## config.mk

```make
export PLATFORM = sky130hd
export DESIGN_NAME = fdc_commit
export DESIGN_NICKNAME = d
export VERILOG_FILES = /design/src/rtl/fdc_pkg.sv /design/src/rtl/fdc_commit.sv
export SDC_FILE = /design/constraint.sdc
export NUM_CORES = 1
export LEC_CHECK = 0
export ABC_AREA = 1
export ABC_CLOCK_PERIOD_IN_PS = 9500
export BUFFER_PORTS_ARGS = -buffer_cell sky130_fd_sc_hd__buf_2
export CAP_MARGIN = 20
export CELL_PAD_IN_SITES_DETAIL_PLACEMENT = 0
export CELL_PAD_IN_SITES_GLOBAL_PLACEMENT = 1
export CORE_MARGIN = 3
export CORE_UTILIZATION = 44
export DETAILED_ROUTE_END_ITERATION = 6
export GPL_TIMING_DRIVEN = 0
export PLACE_DENSITY_LB_ADDON = 0.1
export SYNTH_ARGS = -nofsm -noshare
export SYNTH_HDL_FRONTEND = slang
export SYNTH_SLANG_ARGS = --single-unit
```

## constraint.sdc

```tcl
create_clock -name i_clk -period 9.5 [get_ports i_clk]
set_input_delay 0.95 -clock i_clk [delete_from_list [all_inputs] [get_ports i_clk]]
set_output_delay 0.95 -clock i_clk [all_outputs]
set_load 0.02 [all_outputs]
```

## src/rtl/fdc_pkg.sv

```systemverilog
package fdc_pkg;
  // register byte offsets
  localparam logic [4:0] ADDR_CTRL   = 5'h00;
  localparam logic [4:0] ADDR_CMD    = 5'h04;
  localparam logic [4:0] ADDR_SLOT   = 5'h08;
  localparam logic [4:0] ADDR_CHG    = 5'h0C;
  localparam logic [4:0] ADDR_STATUS = 5'h10;
  localparam logic [4:0] ADDR_WORK   = 5'h14;
  localparam logic [4:0] ADDR_DFLT   = 5'h18;
  // field positions
  localparam int CTRL_SEL_LSB = 0;
  localparam int CTRL_ME_LSB  = 8;
  localparam int CMD_CLEAR    = 0;
  localparam int CMD_SET      = 1;
  localparam int CMD_FACTORY  = 2;
  localparam int STAT_LOAD    = 0;
  localparam int STAT_PEND    = 8;
  // commit_field_select encodings
  localparam logic [1:0] FDOM_NONE = 2'h0;
  localparam logic [1:0] FDOM_F1   = 2'h1;
  localparam logic [1:0] FDOM_F2   = 2'h2;
  // reset values
  localparam logic [1:0]  SEL_RST  = FDOM_NONE;
  localparam logic [31:0] FACT_GLB = 32'h0000_0001;
  localparam logic [31:0] FACT_ME  = 32'h0000_0010;
  // cycles spent at boot before the default copy
  localparam logic [1:0]  BOOT_CYC = 2'h3;
  typedef enum logic {ST_BOOT, ST_RUN} fdc_state_t;
endpackage : fdc_pkg

```

## src/rtl/fdc_commit.sv

```systemverilog
// Summary of operation
// - changes commit only in pre-field vertical interval
// - no dominance: commit at very next field
// - field 1 dominance: commit only before field 1
// - field 2 dominance: commit only before field 2
// - external triggers queue like panel changes
// - power-up copies user default into working state
// - clear control reloads user default into working
// - store default captures selected bank for all
// - factory restore uses fixed read-only values
//
// Chosen here: the placing of the registers and the Avalon-MM slave port.
module fdc_commit
  import fdc_pkg::*;
#(
  parameter int N_ME = 2,
  parameter int SW   = $clog2(N_ME + 1)
) (
  input  wire logic                 i_clk,           // 10 MHz clock
  input  wire logic                 i_rst,           // sync reset, high
  input  wire logic                 i_ce,            // clock enable
  input  wire logic [4:0]           i_avs_address,   // byte address
  input  wire logic                 i_avs_read,      // read request
  input  wire logic                 i_avs_write,     // write request
  input  wire logic [31:0]          i_avs_writedata, // write data
  output logic [31:0]               o_avs_readdata,  // read data
  output logic                      o_avs_waitrequest, // stall
  input  wire logic                 i_vert_interval, // vblank, pin
  input  wire logic                 i_field_two,     // next is field 2
  input  wire logic                 i_store_valid,   // battery store ok
  input  wire logic                 i_ext_trig,      // editor/trigger
  input  wire logic [SW-1:0]        i_ext_slot,      // trigger slot
  input  wire logic [31:0]          i_ext_data,      // trigger value
  output logic                      o_commit,        // commit strobe
  output logic                      o_pending,       // change waiting
  output logic [(N_ME+1)*32-1:0]    o_working        // working state
);
  localparam int NS = N_ME + 1;

  // true when the upcoming field may take a commit
  function automatic logic field_ok(input logic [1:0] sel,
                                    input logic fld2);
    case (sel)
      FDOM_F1: field_ok = !fld2;
      FDOM_F2: field_ok = fld2;
      default: field_ok = 1'b1;
    endcase
  endfunction : field_ok

  fdc_state_t        state_q;
  logic [1:0]        boot_q;
  logic [1:0]        sel_q;
  logic [SW-1:0]     me_q;
  logic [SW-1:0]     slot_q;
  logic [31:0]       ws_q [NS];
  logic [31:0]       dflt_glb_q;
  logic [31:0]       dflt_me_q;
  logic [31:0]       pend_d_q [NS];
  logic [NS-1:0]     pend_v_q;
  logic              load_q;
  logic              ack_q;
  logic [SW+35:0]    s1_q, s2_q;
  logic              vbl3_q, trg3_q;
  logic              vbl_s, fld2_s, valid_s, trg_s;
  logic [SW-1:0]     eslot_s;
  logic [31:0]       edata_s;
  logic              vbl_rise, trg_rise, commit;
  logic              wr, rd, clr, setd, fact;
  logic [NS-1:0]     new_v;

  // two-stage synchroniser for every pin input
  always_ff @(posedge i_clk) begin
    if (i_rst) begin
      s1_q <= '0;
      s2_q <= '0;
    end else if (i_ce) begin
      s1_q <= {i_vert_interval, i_field_two, i_store_valid,
               i_ext_trig, i_ext_slot, i_ext_data};
      s2_q <= s1_q;
    end
  end
  assign {vbl_s, fld2_s, valid_s, trg_s, eslot_s, edata_s} = s2_q;

  // edge memory on the synchronised levels
  always_ff @(posedge i_clk) begin
    if (i_rst) begin
      vbl3_q <= 1'b0;
      trg3_q <= 1'b0;
    end else if (i_ce) begin
      vbl3_q <= vbl_s;
      trg3_q <= trg_s;
    end
  end
  assign vbl_rise = vbl_s & ~vbl3_q;
  assign trg_rise = trg_s & ~trg3_q & (state_q == ST_RUN);

  // single commit strobe at vblank start of an allowed field
  assign commit = i_ce & (state_q == ST_RUN) & vbl_rise
                & field_ok(sel_q, fld2_s);
  assign o_commit = commit;

  // bus handshake: one wait cycle, then acknowledge
  assign o_avs_waitrequest = (i_avs_read | i_avs_write) & ~ack_q;
  assign wr   = i_ce & i_avs_write & ack_q;
  assign rd   = i_avs_read & ~ack_q;
  assign clr  = wr & (i_avs_address == ADDR_CMD)
              & i_avs_writedata[CMD_CLEAR];
  assign setd = wr & (i_avs_address == ADDR_CMD)
              & i_avs_writedata[CMD_SET];
  assign fact = wr & (i_avs_address == ADDR_CMD)
              & i_avs_writedata[CMD_FACTORY];

  always_ff @(posedge i_clk) begin
    if (i_rst) begin
      ack_q <= 1'b0;
    end else if (i_ce) begin
      ack_q <= (i_avs_read | i_avs_write) & ~ack_q;
    end
  end

  // read mux, data stands at the acknowledge edge
  always_ff @(posedge i_clk) begin
    if (i_rst) begin
      o_avs_readdata <= '0;
    end else if (i_ce && rd) begin
      case (i_avs_address)
        ADDR_CTRL: o_avs_readdata <= 32'(sel_q)
                   | (32'(me_q) << CTRL_ME_LSB);
        ADDR_SLOT:   o_avs_readdata <= 32'(slot_q);
        ADDR_STATUS: o_avs_readdata <= (32'(load_q) << STAT_LOAD)
                   | (32'(pend_v_q) << STAT_PEND);
        ADDR_WORK:   o_avs_readdata <= ws_q[slot_q];
        ADDR_DFLT:   o_avs_readdata <= (slot_q == '0) ? dflt_glb_q
                                                      : dflt_me_q;
        default:     o_avs_readdata <= '0;
      endcase
    end
  end

  // control registers
  always_ff @(posedge i_clk) begin
    if (i_rst) begin
      sel_q  <= SEL_RST;
      me_q   <= SW'(1);
      slot_q <= '0;
    end else if (wr) begin
      if (i_avs_address == ADDR_CTRL) begin
        sel_q <= i_avs_writedata[CTRL_SEL_LSB +: 2];
        if (i_avs_writedata[CTRL_ME_LSB +: SW] != '0 &&
            i_avs_writedata[CTRL_ME_LSB +: SW] < SW'(NS))
          me_q <= i_avs_writedata[CTRL_ME_LSB +: SW];
      end
      if (i_avs_address == ADDR_SLOT &&
          i_avs_writedata[SW-1:0] < SW'(NS))
        slot_q <= i_avs_writedata[SW-1:0];
    end
  end

  // boot sequencer, copies default once the store level settles
  always_ff @(posedge i_clk) begin
    if (i_rst) begin
      state_q <= ST_BOOT;
      boot_q  <= '0;
    end else if (i_ce) begin
      case (state_q)
        ST_BOOT: begin
          boot_q <= boot_q + 2'h1;
          if (boot_q == BOOT_CYC)
            state_q <= ST_RUN;
        end
        default: state_q <= ST_RUN;
      endcase
    end
  end

  // new change requests, panel or external
  always_comb begin
    new_v = '0;
    if (wr && i_avs_address == ADDR_CHG)
      new_v[slot_q] = 1'b1;
    if (trg_rise && eslot_s < SW'(NS))
      new_v[eslot_s] = 1'b1;
  end

  // pending store; a new request beats the commit clear
  always_ff @(posedge i_clk) begin
    if (i_rst) begin
      pend_v_q <= '0;
      load_q   <= 1'b0;
    end else if (i_ce) begin
      pend_v_q <= (pend_v_q & ~{NS{commit}}) | new_v;
      load_q   <= (load_q & ~commit) | clr | fact;
    end
  end
  assign o_pending = |pend_v_q | load_q;

  // pending data, trigger wins if both hit one slot
  always_ff @(posedge i_clk) begin
    if (i_ce) begin
      for (int k = 0; k < NS; k++) begin
        if (wr && i_avs_address == ADDR_CHG && slot_q == SW'(k))
          pend_d_q[k] <= i_avs_writedata;
        if (trg_rise && eslot_s == SW'(k))
          pend_d_q[k] <= edata_s;
      end
    end
  end

  // default store, not reset so contents survive
  always_ff @(posedge i_clk) begin
    if (i_ce) begin
      if ((state_q == ST_BOOT && boot_q == BOOT_CYC && !valid_s)
          || fact) begin
        dflt_glb_q <= FACT_GLB;
        dflt_me_q  <= FACT_ME;
      end else if (setd) begin
        dflt_glb_q <= ws_q[0];
        dflt_me_q  <= ws_q[me_q];
      end
    end
  end

  // working state: boot load, then commits only
  always_ff @(posedge i_clk) begin
    if (i_ce) begin
      if (state_q == ST_BOOT && boot_q == BOOT_CYC) begin
        for (int k = 0; k < NS; k++)
          ws_q[k] <= !valid_s ? (k == 0 ? FACT_GLB : FACT_ME)
                   : (k == 0 ? dflt_glb_q : dflt_me_q);
      end else if (commit) begin
        for (int k = 0; k < NS; k++) begin
          if (pend_v_q[k])
            ws_q[k] <= pend_d_q[k];
          else if (load_q)
            ws_q[k] <= (k == 0) ? dflt_glb_q : dflt_me_q;
        end
      end
    end
  end

  // flat output of the working state
  always_comb begin
    for (int k = 0; k < NS; k++)
      o_working[k*32 +: 32] = ws_q[k];
  end
endmodule : fdc_commit

```

After elaboration in Yosys (flattened, before gate mapping)
Memory sizes are Yosys's and may differ from the RTL's. A register that Yosys moved wholly into a read port is not among the register bits.
Cells that the tools add are included.
{ "word_totals": {"memories": 2, "out_inout_bits": 131, "ff_bits": 156, "inputBits": 80, "wordCells": 182, "ram_bits": 192} }
{ "op_classes": {"n_reduce_logical": 29, "n_bitwise": 39, "order_cmp": 7, "n_eq_ne": 13, "muxes": 77, "addsub": 1} }
{ "mem_list": {"columns": ["name", "depth", "word_bits", "rd", "rd_clocked_by_memory_dff", "wr", "line_no", "source"], "rows": [
  ["pend_d_q", 3, 32, 3, 0, 3, "fdc_commit.sv:58", "logic [31:0] pend_d_q [NS];"],
  ["ws_q", 3, 32, 5, 2, 3, "fdc_commit.sv:55", "logic [31:0] ws_q [NS];"]
]} }
{ "op_table": {"columns": ["op", "count"], "rows": [
  ["$mux 32", 13],
  ["$pmux 32 s5", 1],
  ["$mux 1", 56],
  ["$and 1x1->1", 15],
  ["$eq 5x5->1 const B", 3],
  ["$logic_and 1x1->1", 15],
  ["$or 1x1->1", 13],
  ["$or 1x11->11", 1],
  ["$eq 5x4->1 const B", 2],
  ["$or 2x10->10", 1],
  ["$eq 2x2->1 const B", 4],
  ["$reduce_and 2->1", 4],
  ["$eq 2x1->1 const B", 3],
  ["$lt 2x2->1 const B", 3],
  ["$lt 2x3->1 const B", 2],
  ["$mux 3", 2],
  ["$or 3x3->3", 2],
  ["$eq 5x3->1 const B", 1],
  ["$logic_not 5->1", 1],
  ["$not 1->1", 5],
  ["$demux 1 s2", 2],
  ["$ge 2x1->1 const B", 2],
  ["$logic_not 2->1", 2],
  ["$mux 2", 2],
  ["other kinds (9)", 11]
]} }

Logic depth before layout (Yosys ltp)
Gate-level depths: netlist of the first run.
{ "logic_depth": {"ltp_word": 10, "ltp_mapped": 14, "mapped_depth_nobuf": 12} }

Worst setup path before layout of the first run
No wires, ideal clock.
{ "synth_path": {"path_kind": "input to register", "from": "input port i_avs_address[1]", "to": "register dflt_glb_q[0], read port of ws_q (enable)", "n_path_buf": 0, "setup_ps": 574, "t_required_ps": 8926, "setup_slack_ps": 2620, "path_stages": 7, "t_arrival_ps": 6306, "path_cell_list": "nor2_2 > nand2_1 > nor3_1 > nand2_1 > o21ai_2 > inv_1 > o21ai_0"} }
{ "synth_between": {"elab_chain_len": 6, "elab_cells_between_ends": 7, "classes_between": "eq/ne: 1; bitwise: 3; reduce/logical: 3"} }
{ "synth_rtl": {"columns": ["element", "line_no", "source"], "rows": [
  ["start: declaration", "fdc_commit.sv:22", "input wire logic [4:0] i_avs_address,"],
  ["$eq 5x3->1 (*)", "fdc_commit.sv:108, fdc_commit.sv:110", null],
  ["$and 1x1->1 (*)", "fdc_commit.sv:108, fdc_commit.sv:110", null],
  ["$and 1x1->1", "fdc_commit.sv:111", "& i_avs_writedata[CMD_FACTORY];"],
  ["$logic_or 1x1->1", "fdc_commit.sv:213", "|| fact) begin"],
  ["$reduce_bool 2->1 (no line) (*)", null, null],
  ["$reduce_and 2->1 (no line) (*)", null, null],
  ["end: declaration", "fdc_commit.sv:56", "logic [31:0] dflt_glb_q;"]
]} }
Every way passes the cells marked *; elsewhere a longest branch is shown, timed or not.
A chain may end at the register's enable or synchronous reset.

==> flow_summary.toml, run 1 <==
[pwr]
ir_drop_mv = 0.144
seqPwrFrac = 0.488
p_per_area_nw_per_um2 = 179
p_switching_uw = 852
internal-power_uw = 2880
static-leakage-power_uw = 0.00852
power_frac_comb = 0.052
swShare = 0.228
clockPowerShare = 0.461

[run]
max_cap_viol_count = 0

[cells_and_area]
fillers = 3637
regArea_um2 = 10200
layout.nets = 2347
drive_above_1_share = 0.157
synthToLayoutAreaGrowth_pct = 18.8
multi_input_area_um2 = 6190
final_core_util = 0.534
fin_area_um2 = 20800

[drt]
wl_um = 60300
ant_nets = 0
vias_per_cell = 5.40
first_pass_iters = 5
vias = 15200
drc_errors = 0
first_iter_violations = 1597
wire_per_inst_um = 21.4

[global_route]
grt_max_degree = 34
groute.usage.overall = 0.283
antenna_found_initial = 9
grt_overflow = 0
first_global_vias = 14400
grt_pass1_wl_um = 88900

[logic_synthesis]
ys.flop_type = "edfxtp_1"
syn_area_um2 = 17500
syn_area_per_cell_um2 = 8.77
synthArstFlopShare = 0
synth_warnings = 0
synth_cell_types = 31
synth-seq-cells = 382
ys_seq_area_frac = 0.583
syn_nets = 2081
synth_edf_count = 256
synthCells = 1998

[setup_path]
crit_path_end_kind = "flop"
worstSetupPathType = "flop to flop"
worstSetupStartpointType = "flop"
crit_required_ps = 9830
critPathArrivalTime_ps = 3740
critPathMaxFanout = 10
rrSetupSlack_ps = 6100

[floorplan]
pin_count = 211
chipWidth_um = 206
die_area_um2 = 42300
core_um2 = 39000
initial_core_util = 0.449
fp.dieH_um = 206
rows = 72

[placed_design]
placed_cell_area_um2 = 19400
portBuffers = 209
gp_congestion = 0.932
pre_cts_slack_ps = 5940
hpwl_um = 46600

[run_status]
status = "finished, final reports clean"

[clocking]
clkSinkCount = 382
clockRootBuffer = "clkbuf_16"
clk_pin_slew_ps = 60
clock_path_buffers = 3
htreeDepth = 2
clkLatencyLatePin_ps = 580
postCtsSetupBuffers = 0
cts_tree = "yes"
post_cts_resized = 0
cts_made_buffers = 43
cts_hold_buf = 0

[sta]
slew_violations = 0
tightest_slew_ps = 1100
setup_violations = 0
rsz0062_at_grt = "no"
worst_slew_margin_rel = 0.265
min_period_over_period = 0.358
fmax_mhz = 294
period_needed_ps = 3400
hold_viol = 0
worst_slack_ps = 6100
skew_ps = 16.3

[min_path]
hold_path.class = "flop to flop"
[worst paths after layout]
path | cells after the start | start | end
worst max register to register | 10 | sel_q[0] | ws_q[2][19]
worst min-delay path | 2 | o_avs_readdata[23] | o_avs_readdata[23]
worst min register to register | 2 | o_avs_readdata[23] | o_avs_readdata[23]
worst max-delay path | 10 | sel_q[0] | ws_q[2][19]
[logic make-up (layout without fill, tap and decap cells)]
logic type               after synthesis  count (layout)  share of synthesized area
AO/OA/AOI/OAI                        519             519                      0.161
adder cells (fa/ha/maj)                3               3                    0.00214
buffers and inverters                278             579                     0.0651
flip-flops                           382             382                      0.583
other                                  0               3                          0
AND/OR/NAND/NOR                      816             816                      0.189
[layout make-up]
cell class | count | area share
Tap cell | 518 | 0.0311
Multi-Input combinational cell | 1338 | 0.297
Buffer | 140 | 0.0299
Timing Repair Buffer | 221 | 0.0563
Antenna cell | 3 | 0.000361
Clock inverter | 31 | 0.0155
Clock buffer | 49 | 0.0542
Sequential cell | 382 | 0.490
Inverter | 138 | 0.0249
[state kept, by name, summed over array words and instances, names as in the netlist, 3 cells and up, named ones only]
register	cells
s2_q	38
o_avs_readdata	32
s1_q	38
dflt_glb_q	32
pend_v_q	3
ws_q	96
dflt_me_q	32
pend_d_q	96
[worst max-delay path, cell delays in order, from the launching register on]
cell and delay [ps]:
dfxtp_1 330, inv_1 90, ha_1 290, nand3b_1 250, nand2_2 210, clkinv_2 120
nand3_2 200, buf_1 520, o211ai_1 610, buf_4 360, buf_4 170
[layer usage]
metal / vias up / global-route usage / routed length [um]
met3: 123 / 0.0690 / 6510
met5: - / 0 / 57
li1: 7303 / - / -
met4: 10 / 0.0891 / 1970
met2: 782 / 0.426 / 25900
met1: 7011 / 0.405 / 25800
[power by group through the flow]
stage	clock network [uW]	logic (uW)	registers (uW)
after CTS	1740	193	1820
after detailed placement	0	192	1860
after global routing	1810	218	1830
after global placement	0	186	1860
after floorplan	0	106	1860
final	1720	192	1820
[cells in the mapped netlist, types with 3 or more instances]
library cell | number | area share
nand2_1 | 566 | 0.12
o21ai_0 | 294 | 0.084
edfxtp_1 | 256 | 0.44
nor2_1 | 151 | 0.032
a21oi_1 | 136 | 0.039
inv_1 | 133 | 0.028
dfxtp_1 | 126 | 0.14
clkbuf_1 | 91 | 0.019
o211ai_1 | 84 | 0.036
nand3_1 | 62 | 0.018
buf_2 | 32 | 0.0091
nand3_2 | 21 | 0.012
buf_1 | 11 | 0.0024
nand4_1 | 6 | 0.0021
nor3_1 | 4 | 0.0011
ha_1 | 3 | 0.0021
inv_2 | 3 | 0.00064
nand2_2 | 3 | 0.0011
[cells in the final DEF (no fill, tap or decap), types with 6 or more instances in the layout]
cell type    n
nand2_2      6
clkbuf_16   43
nor2_1     151
clkinv_1    11
o211ai_1    84
inv_1      133
buf_4        9
nand2_1    563
a21oi_1    136
nand3_2     21
bufinv_16    6
clkbuf_1    94
nand3_1     62
clkinv_2     8
edfxtp_1   256
buf_2      241
buf_1       11
nand4_1      6
o21ai_0    293
dfxtp_1    126
[per-stage QoR]
stage / setup TNS, ps / power (uW) / hold slack, ps / instances
finish: 0 / 3740 / 461 / 2820
global route: 0 / 3850 / 475 / 2817
CTS: 0 / 3750 / 464 / 2817
detailed placement: 0 / 2050 / 454 / 2737
global placement: -58020 / 2040 / 449 / 2725
floorplan: 0 / 1970 / 443 / 1998
Power figures use the tool's default switching activity.
==> run 2: changes to the inputs <==
ABC_AREA = 0   (was 1)
ABC_CLOCK_PERIOD_IN_PS = 2900   (was 9500)
CORE_UTILIZATION = 43   (was 44)
clock period = 2.9 ns   (was 9.5 ns; I/O delays follow)
==> flow_summary.toml, run 2 <==
[pwr]
static-leakage-power_uw = 0.00810
internal-power_uw = 9250
power_uw = 11900
clockPowerShare = 0.444
p_switching_uw = 2650
ir_drop_mv = 0.336
seqPwrFrac = 0.500
swShare = 0.223
p_per_area_nw_per_um2 = 578
power_frac_comb = 0.055

[global_route]
first_global_vias = 12000
grt_max_degree = 27
antenna_found_initial = 2
groute.usage.overall = 0.265
grt_pass1_wl_um = 80200
grt_overflow = 0

[setup_path]
critPathArrivalTime_ps = 3010
crit_path_end_kind = "flop"
worstSetupStartpointType = "flop"
critPathBufInv = 3
path_cells = "and4b_1 > and3_1 > a21oi_2 > clkbuf_1 > o21ai_4 > buf_4 > buf_12"
rrSetupSlack_ps = 190
cp_slowest_cell = "clkbuf_1"
crit_family = "buffers and inverters"
critPathMaxFanout = 26
crit_required_ps = 3200
max_stage_delay_ps = 580
worstSetupPathType = "flop to flop"

[floorplan]
fp.dieH_um = 204
die_area_um2 = 41800
pin_count = 211
chipWidth_um = 204
rows = 72
core_um2 = 38700
initial_core_util = 0.437

[logic_synthesis]
ys.flop_type = "edfxtp_1"
synth_cell_types = 51
synth-seq-cells = 382
syn_area_per_cell_um2 = 13.3
synth_common_cells = "edfxtp_1, mux2i_1, nor2_1, mux2_2, dfxtp_1"
syn_nets = 1358
synth_top_area_share = 0.454
synthTopCellsByArea = "edfxtp_1, dfxtp_1, mux2i_1"
synth_most_common_cell = "edfxtp_1"
synthCells = 1275
synth_edf_count = 256
syn_area_um2 = 16900
synthArstFlopShare = 0
synth_warnings = 0
ys_seq_area_frac = 0.603
yosysTopAreaCell = "edfxtp_1"

[cells_and_area]
layout.nets = 1659
synthToLayoutAreaGrowth_pct = 21.7
layout_commonest_cell = "edfxtp_1"
fin_cells = 2129
layout_common_cells = "edfxtp_1, buf_2, mux2i_1"
drive_above_1_share = 0.297
reg_top3 = "pend_d_q: 96 flops, ws_q: 96 flops"

[clocking]
cts_tree = "yes"
cts_made_buffers = 42
htreeDepth = 2
clk_pin_slew_ps = 60
clkSinkCount = 382
clock_path_buffers = 3
clockRootBuffer = "clkbuf_16"
clkLatencyLatePin_ps = 560

[placed_design]
dp_cells = 2009
hpwl_um = 38100
portBuffers = 207
gp_congestion = 0.851
pre_cts_slack_ps = -397

[drt]
wire_per_inst_um = 26.2
ant_nets = 0
wl_um = 55800
drc_errors = 0
first_iter_violations = 909
vias = 12100
vias_per_cell = 5.68
first_pass_iters = 5

[sta]
skew_ps = 11.1
setup_tns_ps = 0
worst_slack_ps = 190
rsz0062_at_grt = "no"
period_needed_ps = 2710
slew_violations = 0
fmax_mhz = 369
min_period_over_period = 0.935
setup_violations = 0
hold_viol = 0
worst_slew_margin_rel = 0.273
hold_ws_ps = 46.2
tightest_slew_ps = 1090

[run]
max_cap_viol_count = 0

[min_path]
hold_path.class = "primary input to flop"

[run_status]
status = "finished, final reports clean"
-- run 2: cell types whose count changed after synthesis, sizes merged, moves of 123 or more --
cell | previous run | this run
a22o | 0 | 124
inv | 136 | 13
mux2 | 0 | 131
mux2i | 0 | 178
nand2 | 569 | 10
o21ai | 298 | 8
-- run 2: area by class of cell --
| class | instances | area [um^2] |
|---|---|---|
| Antenna cell | 2 | 5.00 |
| Buffer | 92 | 437 |
| Clock buffer | 55 | 1160 |
| Clock inverter | 22 | 176 |
| Fill cell | 3411 | 18100 |
| Inverter | 13 | 48.8 |
| Multi-Input combinational cell | 788 | 6290 |
| Sequential cell | 382 | 10200 |
| Tap cell | 518 | 648 |
| Timing Repair Buffer | 257 | 1620 |
-- run 2: layer usage --
layer,vias up,part of all wire,track usage
li1,5457,-,-
met1,6026,0.43,0.369
met2,513,0.46,0.423
met3,89,0.081,0.0489
met4,0,0.027,0.0772
met5,-,0,0
-- run 2: worst register-to-register path, cell delays in order, from the launching register on --
cell      delay (ps)
dfxtp_1          360
and4b_1          320
and3_1           240
a21oi_2          460
clkbuf_1         580
o21ai_4          120
buf_4            180
buf_12           170
-- run 2: repair_timing --
| action | 4_1_cts | 5_1_grt |
|---|---|---|
| hold buffers | 38 | 0 |
| hold endpoints to repair | 38 | 0 |
| resized for setup | 1 | 1 |
| setup buffers | 3 | 0 |
| setup endpoints to repair | 64 | 22 |
| pin swaps | 1 | 0 |
-- run 2: final timing paths --
path                           start                 end  cells after the start
setup / recovery               ack_q       dflt_me_q[12]                      7
hold reg to reg   o_avs_readdata[15]  o_avs_readdata[15]                      1
setup reg to reg               ack_q       dflt_me_q[12]                      7
hold / removal        i_ext_data[14]            s1_q[14]                      3
-- run 2: power groups by stage --
stage / sequential, uW / clock [uW] / combinational [uW]
3_5_place_dp: 6060 / 0 / 616
3_3_place_gp: 6070 / 0 / 598
4_1_cts: 5950 / 5370 / 661
2_1_floorplan: 6060 / 0 / 353
6_report: 5950 / 5290 / 660
5_1_grt: 5960 / 5590 / 716
-- run 2: kinds of logic (layout without fill, tap and decap cells) --
| family | after synthesis | after routing | share of synthesized area |
|---|---|---|---|
| flip-flops | 382 | 382 | 0.603 |
| multiplexers | 309 | 309 | 0.192 |
| AND/OR/NAND/NOR | 242 | 242 | 0.0672 |
| AO/OA/AOI/OAI | 233 | 233 | 0.106 |
| buffers and inverters | 105 | 439 | 0.0287 |
| adder cells (fa/ha/maj) | 3 | 3 | 0.00222 |
| XOR/XNOR | 1 | 1 | 0.000517 |
| other | 0 | 2 | 0 |
-- run 2: per-stage QoR --
stage | util | cell area (um^2)
3_5_place_dp | 0.486 | 18800
2_1_floorplan | - | 17000
3_3_place_gp | 0.481 | 18600
5_1_grt | 0.532 | 20600
6_report | 0.532 | 20600
4_1_cts | 0.531 | 20600
